## src/rtl/epm_pkg.sv

```systemverilog
// constants, field positions and modes shared by the ethernet pin mux files
// assumes one system clock; every board-side input is asynchronous to it
package epm_pkg;

  // ----------------------------------------------------------------
  // attachment modes
  // ----------------------------------------------------------------
  typedef enum logic [1:0] {
    MODE_INT_SERDES,
    MODE_EXT_SERDES,
    MODE_MII,
    MODE_GMII
  } epm_mode_e;

  localparam epm_mode_e MODE_RST = MODE_INT_SERDES;

  // ----------------------------------------------------------------
  // transmit word layout: bit 9 goes out first in ten-bit mode
  // ----------------------------------------------------------------
  localparam int TX_W        = 10;
  localparam int TXB_TOP     = 9;
  localparam int TXB_SECOND  = 8;
  localparam int TXB_UP_HI   = 7;
  localparam int TXB_UP_LO   = 4;
  localparam int TXB_LO_HI   = 3;
  localparam int FIFO_DEPTH  = 8;
  localparam logic [TX_W-1:0] TX_IDLE = 10'h000;

  // ----------------------------------------------------------------
  // synchroniser bit positions
  // ----------------------------------------------------------------
  localparam int SI_TXREF = 0;
  localparam int SI_RXA   = 1;
  localparam int SI_RXB   = 2;
  localparam int SI_LSD   = 3;
  localparam int SI_COL   = 4;
  localparam int SI_CRS   = 5;
  localparam int SI_MDIO  = 6;
  localparam int SI_RX_LO = 7;
  localparam int SI_RX_HI = 16;
  localparam int SYNC_W   = 17;

  // ----------------------------------------------------------------
  // local clock divider and reset values
  // ----------------------------------------------------------------
  localparam int LCLK_DIV = 4;
  localparam int DIV_W    = $clog2(LCLK_DIV);
  localparam logic MGMT_CLK_RST = 1'h0;
  localparam logic MGMT_OE_RST  = 1'h0;

endpackage

```

## src/rtl/epm_stream_if.sv

```systemverilog
// valid/ready word stream between the pin mux and its transmit fifo
// assumes both ends run on the same clock
interface epm_stream_if #(parameter int W = 10) ();
  logic         valid;
  logic         ready;
  logic [W-1:0] data;

  modport src (output valid, output data, input ready);
  modport snk (input valid, input data, output ready);
endinterface

```

## src/rtl/epm_sync.sv

```systemverilog
// two-flop synchroniser for a bundle of asynchronous levels
// assumes the inputs are quasi-static relative to the clock
module epm_sync #(
  parameter int W = 1
) (
  // clock, reset, enable
  input  wire logic         clk,
  input  wire logic         rst,
  input  wire logic         ce,
  // levels
  input  wire logic [W-1:0] d,
  output logic      [W-1:0] q
);

  logic [W-1:0] meta;

  always_ff @(posedge clk or posedge rst) begin
    if (rst) begin
      meta <= '0;
      q    <= '0;
    end else if (ce) begin
      meta <= d;
      q    <= meta;
    end
  end

endmodule

```

## src/rtl/epm_fifo.sv

```systemverilog
// small synchronous fifo with valid/ready on both sides
// assumes a single clock; depth is a power of two
module epm_fifo #(
  parameter int W     = 10,
  parameter int DEPTH = 8
) (
  // clock, reset, enable
  input  wire logic  clk,
  input  wire logic  rst,
  input  wire logic  ce,
  // streams
  epm_stream_if.snk  wr,
  epm_stream_if.src  rd
);

  localparam int AW = $clog2(DEPTH);
  localparam logic [AW:0] FULL_CNT = (AW+1)'(DEPTH);

  logic [W-1:0]  mem [DEPTH];
  logic [AW-1:0] wrPtr;
  logic [AW-1:0] rdPtr;
  logic [AW:0]   count;
  logic [AW:0]   next_count;

  wire doWr = wr.valid && wr.ready && ce;
  wire doRd = rd.valid && rd.ready && ce;

  assign wr.ready   = (count != FULL_CNT);
  assign rd.valid   = (count != '0);
  assign rd.data    = mem[rdPtr];
  assign next_count = doWr && !doRd ? count + 1'b1 :
                      !doWr && doRd ? count - 1'b1 : count;

  always_ff @(posedge clk or posedge rst) begin
    if (rst) begin
      wrPtr <= '0;
      rdPtr <= '0;
      count <= '0;
    end else begin
      if (doWr) wrPtr <= wrPtr + 1'b1;
      if (doRd) rdPtr <= rdPtr + 1'b1;
      count <= next_count;
    end
  end

  always_ff @(posedge clk) begin
    if (doWr) mem[wrPtr] <= wr.data;
  end

endmodule

```

## src/rtl/epm_phy_if_mux.sv

```systemverilog
// ethernet physical attachment pin mux: one mode steers all shared pins and clocks
// assumes board clocks and pins are asynchronous and sampled on mclk
module epm_phy_if_mux (
  // clock, reset, enable
  input  wire logic                    mclk,
  input  wire logic                    sys_rst,
  input  wire logic                    ce,
  // configuration
  input  wire logic                    modeLoad,
  input  wire epm_pkg::epm_mode_e      modeVal,
  output epm_pkg::epm_mode_e           phy_clock_mode_sel,
  input  wire logic                    txClkOutEn,
  // mac transmit stream
  input  wire logic                    txValid,
  output logic                         txReady,
  input  wire logic [epm_pkg::TX_W-1:0] txData,
  // internal serializer side
  output logic                         serdesRefTick,
  output logic [epm_pkg::TX_W-1:0]     serdesTxWord,
  output logic                         serdesTxStrobe,
  // board clocks
  input  wire logic                    tx_ref_clk_in,
  input  wire logic                    rx_clk_a,
  input  wire logic                    rx_clk_b_or_mii_tx_clk,
  output logic                         tx_clk_out,
  output logic                         tx_clk_out_oe,
  // transmit pins
  output logic                         tx_bit9_or_tx_err,
  output logic                         tx_bit8_or_tx_en,
  output logic [3:0]                   tx_bits_upper,
  output logic [3:0]                   tx_bits_lower,
  output logic                         txCtlOe,
  output logic                         txUpperOe,
  output logic                         txLowerOe,
  // receive pins
  input  wire logic                    rx_bit9_or_rx_err,
  input  wire logic                    rx_bit8_or_rx_dv,
  input  wire logic [2:0]              rx_bits_upper,
  input  wire logic                    rx_bit4_or_link_in,
  input  wire logic [3:0]              rx_bits_lower,
  input  wire logic                    line_signal_detect_in,
  input  wire logic                    phyCol,
  input  wire logic                    phyCrs,
  // mac receive side
  output logic [epm_pkg::TX_W-1:0]     rxWord,
  output logic                         rxWordValid,
  output logic                         rxErr,
  output logic                         rxDv,
  output logic                         linkUp,
  output logic                         collision,
  output logic                         carrier,
  // management pins and requests
  input  wire logic                    mgmtClkReq,
  input  wire logic                    mgmtDatOut,
  input  wire logic                    mgmtDatOe,
  output logic                         mgmtDatIn,
  output logic                         phyMgmtClk,
  output logic                         phyMgmtDatO,
  output logic                         phyMgmtDatOe,
  input  wire logic                    phyMgmtDatI
);
  import epm_pkg::*;

  // ----------------------------------------------------------------
  // mode setting
  // ----------------------------------------------------------------
  epm_mode_e modeSel;

  always_ff @(posedge mclk or posedge sys_rst) begin
    if (sys_rst) begin
      modeSel <= MODE_RST;
    end else if (ce && modeLoad) begin
      modeSel <= modeVal;
    end
  end

  wire modeInt     = (modeSel == MODE_INT_SERDES);
  wire modeExt     = (modeSel == MODE_EXT_SERDES);
  wire modeMii     = (modeSel == MODE_MII);
  wire modeGmii    = (modeSel == MODE_GMII);
  wire modeExtGmii = modeExt || modeGmii;
  wire modePins    = !modeInt;
  wire modeColCrs  = modeGmii || modeMii;

  assign phy_clock_mode_sel = modeSel;

  // ----------------------------------------------------------------
  // input synchronisation and clock edges
  // ----------------------------------------------------------------
  logic [SYNC_W-1:0] syncIn;
  logic [SYNC_W-1:0] syncQ;
  logic              refPrev;
  logic              rxAPrev;
  logic              rxBPrev;

  assign syncIn = {rx_bit9_or_rx_err, rx_bit8_or_rx_dv, rx_bits_upper, rx_bit4_or_link_in,
                   rx_bits_lower, phyMgmtDatI, phyCrs, phyCol, line_signal_detect_in,
                   rx_clk_b_or_mii_tx_clk, rx_clk_a, tx_ref_clk_in};

  epm_sync #(.W(SYNC_W)) u_sync (
    .clk (mclk),
    .rst (sys_rst),
    .ce  (ce),
    .d   (syncIn),
    .q   (syncQ)
  );

  // the board runs these clocks also through reset; the reference and secondary clocks may stop
  wire refS = syncQ[SI_TXREF];
  wire rxAS = syncQ[SI_RXA];
  wire rxBS = syncQ[SI_RXB];
  wire lsdS = syncQ[SI_LSD];
  wire colS = syncQ[SI_COL];
  wire crsS = syncQ[SI_CRS];
  wire [TX_W-1:0] rxPins = syncQ[SI_RX_HI:SI_RX_LO];

  wire refRise = refS && !refPrev;
  wire rxARise = rxAS && !rxAPrev;
  wire rxBRise = rxBS && !rxBPrev;

  always_ff @(posedge mclk or posedge sys_rst) begin
    if (sys_rst) begin
      refPrev <= 1'h0;
      rxAPrev <= 1'h0;
      rxBPrev <= 1'h0;
    end else if (ce) begin
      refPrev <= refS;
      rxAPrev <= rxAS;
      rxBPrev <= rxBS;
    end
  end

  // ----------------------------------------------------------------
  // transmit clocks
  // ----------------------------------------------------------------
  logic             halfPh;
  logic [DIV_W-1:0] divCnt;
  logic             txClkReg;

  // a fast reference only reaches the serializer on every other edge
  assign serdesRefTick = refRise && (modeExtGmii ? halfPh : 1'b1);

  always_ff @(posedge mclk or posedge sys_rst) begin
    if (sys_rst) begin
      halfPh   <= 1'h0;
      divCnt   <= '0;
      txClkReg <= 1'h0;
    end else if (ce) begin
      if (refRise) halfPh <= !halfPh;
      divCnt   <= divCnt + 1'b1;
      txClkReg <= modeExtGmii ? !refS : divCnt[DIV_W-1];
    end
  end

  assign tx_clk_out    = txClkReg;
  assign tx_clk_out_oe = txClkOutEn;

  // ----------------------------------------------------------------
  // transmit path
  // ----------------------------------------------------------------
  epm_stream_if #(.W(TX_W)) macTx ();
  epm_stream_if #(.W(TX_W)) pinTx ();

  // symbol rate: reference in gmii/ten-bit, secondary pin in mii
  wire popTick = modeExtGmii ? refRise :
                 modeMii     ? rxBRise : serdesRefTick;

  assign macTx.valid = txValid;
  assign macTx.data  = txData;
  assign txReady     = macTx.ready;
  assign pinTx.ready = popTick;

  epm_fifo #(.W(TX_W), .DEPTH(FIFO_DEPTH)) u_fifo (
    .clk (mclk),
    .rst (sys_rst),
    .ce  (ce),
    .wr  (macTx),
    .rd  (pinTx)
  );

  logic [TX_W-1:0] txWord;

  always_ff @(posedge mclk or posedge sys_rst) begin
    if (sys_rst) begin
      txWord         <= TX_IDLE;
      serdesTxStrobe <= 1'h0;
    end else if (ce) begin
      serdesTxStrobe <= popTick && modeInt && pinTx.valid;
      if (popTick) txWord <= pinTx.valid ? pinTx.data : TX_IDLE;
    end
  end

  // word bit 9 is the first bit on the wire; any reversal is the board's
  assign tx_bit9_or_tx_err = txWord[TXB_TOP];
  assign tx_bit8_or_tx_en  = txWord[TXB_SECOND];
  assign tx_bits_upper     = txWord[TXB_UP_HI:TXB_UP_LO];
  assign tx_bits_lower     = txWord[TXB_LO_HI:0];
  assign txCtlOe           = modePins;
  assign txUpperOe         = modeExtGmii;
  assign txLowerOe         = modePins;
  assign serdesTxWord      = txWord;

  // ----------------------------------------------------------------
  // receive path
  // ----------------------------------------------------------------
  logic miiLink;

  wire rxTick = modeExt  ? (rxARise || rxBRise) :
                modePins ? rxARise : 1'b0;
  wire [TX_W-1:0] rxGmiiWord = {2'h0, rxPins[TXB_UP_HI:0]};
  wire [TX_W-1:0] rxMiiWord  = {6'h00, rxPins[TXB_LO_HI:0]};
  wire [TX_W-1:0] next_rxWord = modeExt  ? rxPins :
                                modeGmii ? rxGmiiWord : rxMiiWord;

  always_ff @(posedge mclk or posedge sys_rst) begin
    if (sys_rst) begin
      rxWord      <= '0;
      rxWordValid <= 1'h0;
      rxErr       <= 1'h0;
      rxDv        <= 1'h0;
      miiLink     <= 1'h0;
      linkUp      <= 1'h0;
      collision   <= 1'h0;
      carrier     <= 1'h0;
    end else if (ce) begin
      rxWordValid <= rxTick;
      if (rxTick) begin
        rxWord <= next_rxWord;
        rxErr  <= !modeExt && rxPins[TXB_TOP];
        rxDv   <= !modeExt && rxPins[TXB_SECOND];
        if (modeMii) miiLink <= rxPins[TXB_UP_LO];
      end
      linkUp    <= modeMii ? miiLink : lsdS;
      collision <= modeColCrs && colS;
      carrier   <= modeColCrs && crsS;
    end
  end

  // ----------------------------------------------------------------
  // management pins
  // ----------------------------------------------------------------
  always_ff @(posedge mclk or posedge sys_rst) begin
    if (sys_rst) begin
      phyMgmtClk   <= MGMT_CLK_RST;
      phyMgmtDatO  <= 1'h0;
      phyMgmtDatOe <= MGMT_OE_RST;
      mgmtDatIn    <= 1'h0;
    end else if (ce) begin
      phyMgmtClk   <= mgmtClkReq;
      phyMgmtDatO  <= mgmtDatOut;
      phyMgmtDatOe <= mgmtDatOe;
      mgmtDatIn    <= syncQ[SI_MDIO];
    end
  end
endmodule

```

## config.mk

```make
export PLATFORM = sky130hd
export DESIGN_NAME = epm_phy_if_mux
export DESIGN_NICKNAME = d
export VERILOG_FILES = /design/src/rtl/epm_pkg.sv /design/src/rtl/epm_stream_if.sv /design/src/rtl/epm_sync.sv /design/src/rtl/epm_fifo.sv /design/src/rtl/epm_phy_if_mux.sv
export SDC_FILE = /design/constraint.sdc
export NUM_CORES = 1
export LEC_CHECK = 0
export BUFFER_PORTS_ARGS = -buffer_cell sky130_fd_sc_hd__buf_2
export CORE_ASPECT_RATIO = 0.5
export CORE_UTILIZATION = 55
export CTS_BUF_LIST = sky130_fd_sc_hd__clkbuf_4 sky130_fd_sc_hd__clkbuf_8
export CTS_CLUSTER_SIZE = 8
export DETAILED_ROUTE_END_ITERATION = 10
export PLACE_DENSITY_LB_ADDON = 0.25
export REMOVE_ABC_BUFFERS = 1
export SLEW_MARGIN = 25
export SYNTH_ARGS = -nofsm -noshare
export SYNTH_HDL_FRONTEND = slang
export SYNTH_SLANG_ARGS = --single-unit
```

## constraint.sdc

```tcl
create_clock -name mclk -period 3.6 [get_ports mclk]
set_input_delay 0 -clock mclk [delete_from_list [all_inputs] [get_ports mclk]]
set_output_delay 0 -clock mclk [all_outputs]
set_load 0.005 [all_outputs]
```

==> results.md <==
* Status: complete, no violations
* Routed via count at 3619
* Most frequent cells in the layout: dfrtp_1 (85), buf_2 (85), edfxtp_1 (80)
* Antenna diodes at 0
* Max-capacitance violation count at 0
* Area leader, netlist: edfxtp_1
* R2R Path End: u_fifo.count[3]
* Routability cong. at a little under 0.8
* Ys flop type: dfrtp_1
* Post-synth cell types at 44
* Layout cells sized above 1 at 0.3973
* Post-synthesis cell count at around 380
* Core area at about 0.011 mm^2
* WL/cell at roughly 18 um
* Setup Skew at about 0.015 ns
* R2R depth at 10
* Root Buffer: clkbuf_8
* Crit Path Max Fanout at 10
* DP HPWL at between 7000 and 8000 um
* Synthesized flop and latch total at ~170
* CTS Buf Count at 17
* Endpoints failing hold at 0
* Unrepaired setup endpoints after global routing: no
* Largest cells by area after synthesis: edfxtp_1 (37%), dfrtp_1 (32%), mux2_2 (8.2%)
* R2r setup slk at roughly 0.49 ns
* Max Fclk at 321.8 MHz
* CTS max path bufs at 2
* Initial DRC count at 254
* Peak supply drop at 0.3155 mV
* Critical R2R Launch: phy_clock_mode_sel[0]
* Hold path start: txClkOutEn
* WS Path Type: reg -> reg
* Chip height at ~80 um
* Final setup TNS at 0 ns
* Avg Cell Area, Syn at roughly 17 um^2
* Max-slew headroom at 0.3448
* Post-CTS Resized at 0
* Final worst path period share at 0.8632
* DR vias/cell at between 5 and 6
* First-pass GRT wire length at between 15000 and 20000 um
* HP Class: in -> out
* Hold path endpoint: tx_clk_out_oe
* Final worst slack at between 0.4 and 0.5 ns
* Hold Crit Depth at 0
* Reg clk slew, reported paths at 0.09 ns
* Largest net degree at the start of global routing at 38
* FP Rows at 27
* Worst EP required at about 3.9 ns
* Fin crit period at slightly above 3 ns
* Fill count at 748
* Post-CTS setup buffers at 0
* Leak at roughly 3.2 nW
* Crit path DAT at 3.42 ns
* Syn. warnings at 0
* Starting Density at 0.5799
* H-tree levels at 4
* Antenna violations before repair at 0
* DP Worst Slack at slightly above 0.6 ns
* Top-Level Pins at 88
* P&R area growth vs syn at 19.92%
* Die width at 156.5 um
* GRT Util Overall at 0.2091
* Worst-margin pin slew at a little under 1 ns
* Number of global-route vias before repair at 3612
* Sequential element share of the synthesized area at 0.6902
* Post-synth ARST share at 0.5152
* Top cell type's share of synthesized area at 0.3661
* Cell area power density at 659.6 mW/mm^2
* Slew Limit Fails at 0
* Setup-failing EPs final at 0
* CTS Hold Bufs at 37
* Syn Std Cell Area at around 0.0066 mm^2
* Grt total ovfl at 0
* Worst-Skew Late Latency at 0.44 ns
* Startpoint type of the worst setup path: flop
* Overall routed net length at ~12000 um
* First drt pass iteration count at 4
* CP endpoint kind: flop
* IO buf count at 85
* CTS Sinks at about 170
* CTS tree: built
* Final ANT Viol Nets at 0
* Die ar. at about 0.012 mm^2
* DRC at 0
* Layout Nets at 552
* EDFF count, synth at 80
==> layout make-up <==
cell class / count / area [um^2] / area share
sequential: 165 / 4529 / 0.5755
multi-input combinational: 177 / 1813 / 0.2304
timing repair buffer: 136 / 900.9 / 0.1145
clock buffer: 18 / 241.5 / 0.03068
tap: 159 / 198.9 / 0.02528
clock inverter: 14 / 143.9 / 0.01828
inverter: 11 / 42.54 / 0.005405
==> Yosys cell counts, drive strengths merged (4+ instances only) <==
cell and n:
nand2b 5, dfrtp 85, xnor2 7, nor2 10, nor3 4, ha 5
o21ai 6, edfxtp 80, a22o 4, mux2i 13, buf 21, mux2 49
inv 11, nand2 10, o2bb2ai 10, mux4 20, a21oi 4, clkbuf 10
==> sequential cells by signal (all words and copies together) (netlist names), 2 cells and up <==
| name | flops |
|---|---|
| divCnt | 2 |
| phy_clock_mode_sel | 2 |
| u_fifo.rdPtr | 3 |
| u_sync.q | 17 |
| u_fifo.count | 4 |
| u_sync.meta | 17 |
| u_fifo.mem | 80 |
| rxWord | 10 |
| u_fifo.wrPtr | 3 |
| serdesTxWord | 10 |
==> cells by family after synthesis <==
group,synth area share
XOR/XNOR,0.01201
AO/OA/AOI/OAI,0.04213
adder cells (fa/ha/maj),0.01258
AND/OR/NAND/NOR,0.03642
multiplexers,0.1731
flip-flops,0.6902
buffers and inverters,0.03356
==> worst max path at each step <==
stage / endpoint / cells after the start / from
floorplan: u_fifo.count[3] / 10 / phy_clock_mode_sel[0]
global placement: u_fifo.count[3] / 9 / u_fifo.count[0]
detailed placement: u_fifo.count[3] / 9 / u_fifo.count[0]
CTS: u_fifo.count[3] / 9 / u_fifo.count[0]
global route: u_fifo.count[3] / 10 / phy_clock_mode_sel[0]
finish: u_fifo.count[3] / 10 / phy_clock_mode_sel[0]
==> critical path, stage by stage (launching register included) <==
cell,delay (ns)
dfrtp_1,0.51
nand2b_4,0.21
mux2i_1,0.32
nand3b_1,0.14
ha_1,0.25
inv_1,0.16
ha_1,0.25
a21o_2,0.23
a2111oi_0,0.45
a31oi_1,0.11
a221o_1,0.34
==> per-layer routing <==
layer | up-vias | global-route usage | wire length (um)
met2 | 102 | 0.3487 | 5711
met1 | 1813 | 0.2664 | 5458
met4 | 0 | 0.09216 | 182
li1 | 1686 | - | -
met5 | - | 0 | 0
met3 | 18 | 0.04694 | 601
==> stage by stage <==
step | instance area [um^2] | std cells | total power, mW | utilization | hold slack [ns]
3_5_place_dp | 7114 | 611 | 3.917 | 0.6286 | 0.00003458
2_1_floorplan | 6384 | 353 | 3.423 | - | 0
6_report | 7870 | 680 | 5.191 | 0.6954 | 0.00001102
4_1_cts | 7870 | 680 | 5.243 | 0.6954 | 0.00003458
5_1_grt | 7870 | 680 | 5.484 | 0.6954 | 0.00003332
3_3_place_gp | 7114 | 611 | 3.880 | 0.6286 | 0.00003458
==> report_power, final <==
part / internal, mW / leakage [nW] / total, mW / switching [mW]
Combinational: 0.751 / 1.25 / 1.29 / 0.537
Sequential: 2.32 / 1.74 / 2.62 / 0.301
Clock: 0.577 / 0.190 / 1.29 / 0.708
Total: 3.64 / 3.18 / 5.19 / 1.55
Note: power is estimated with default switching activity, not from simulation.
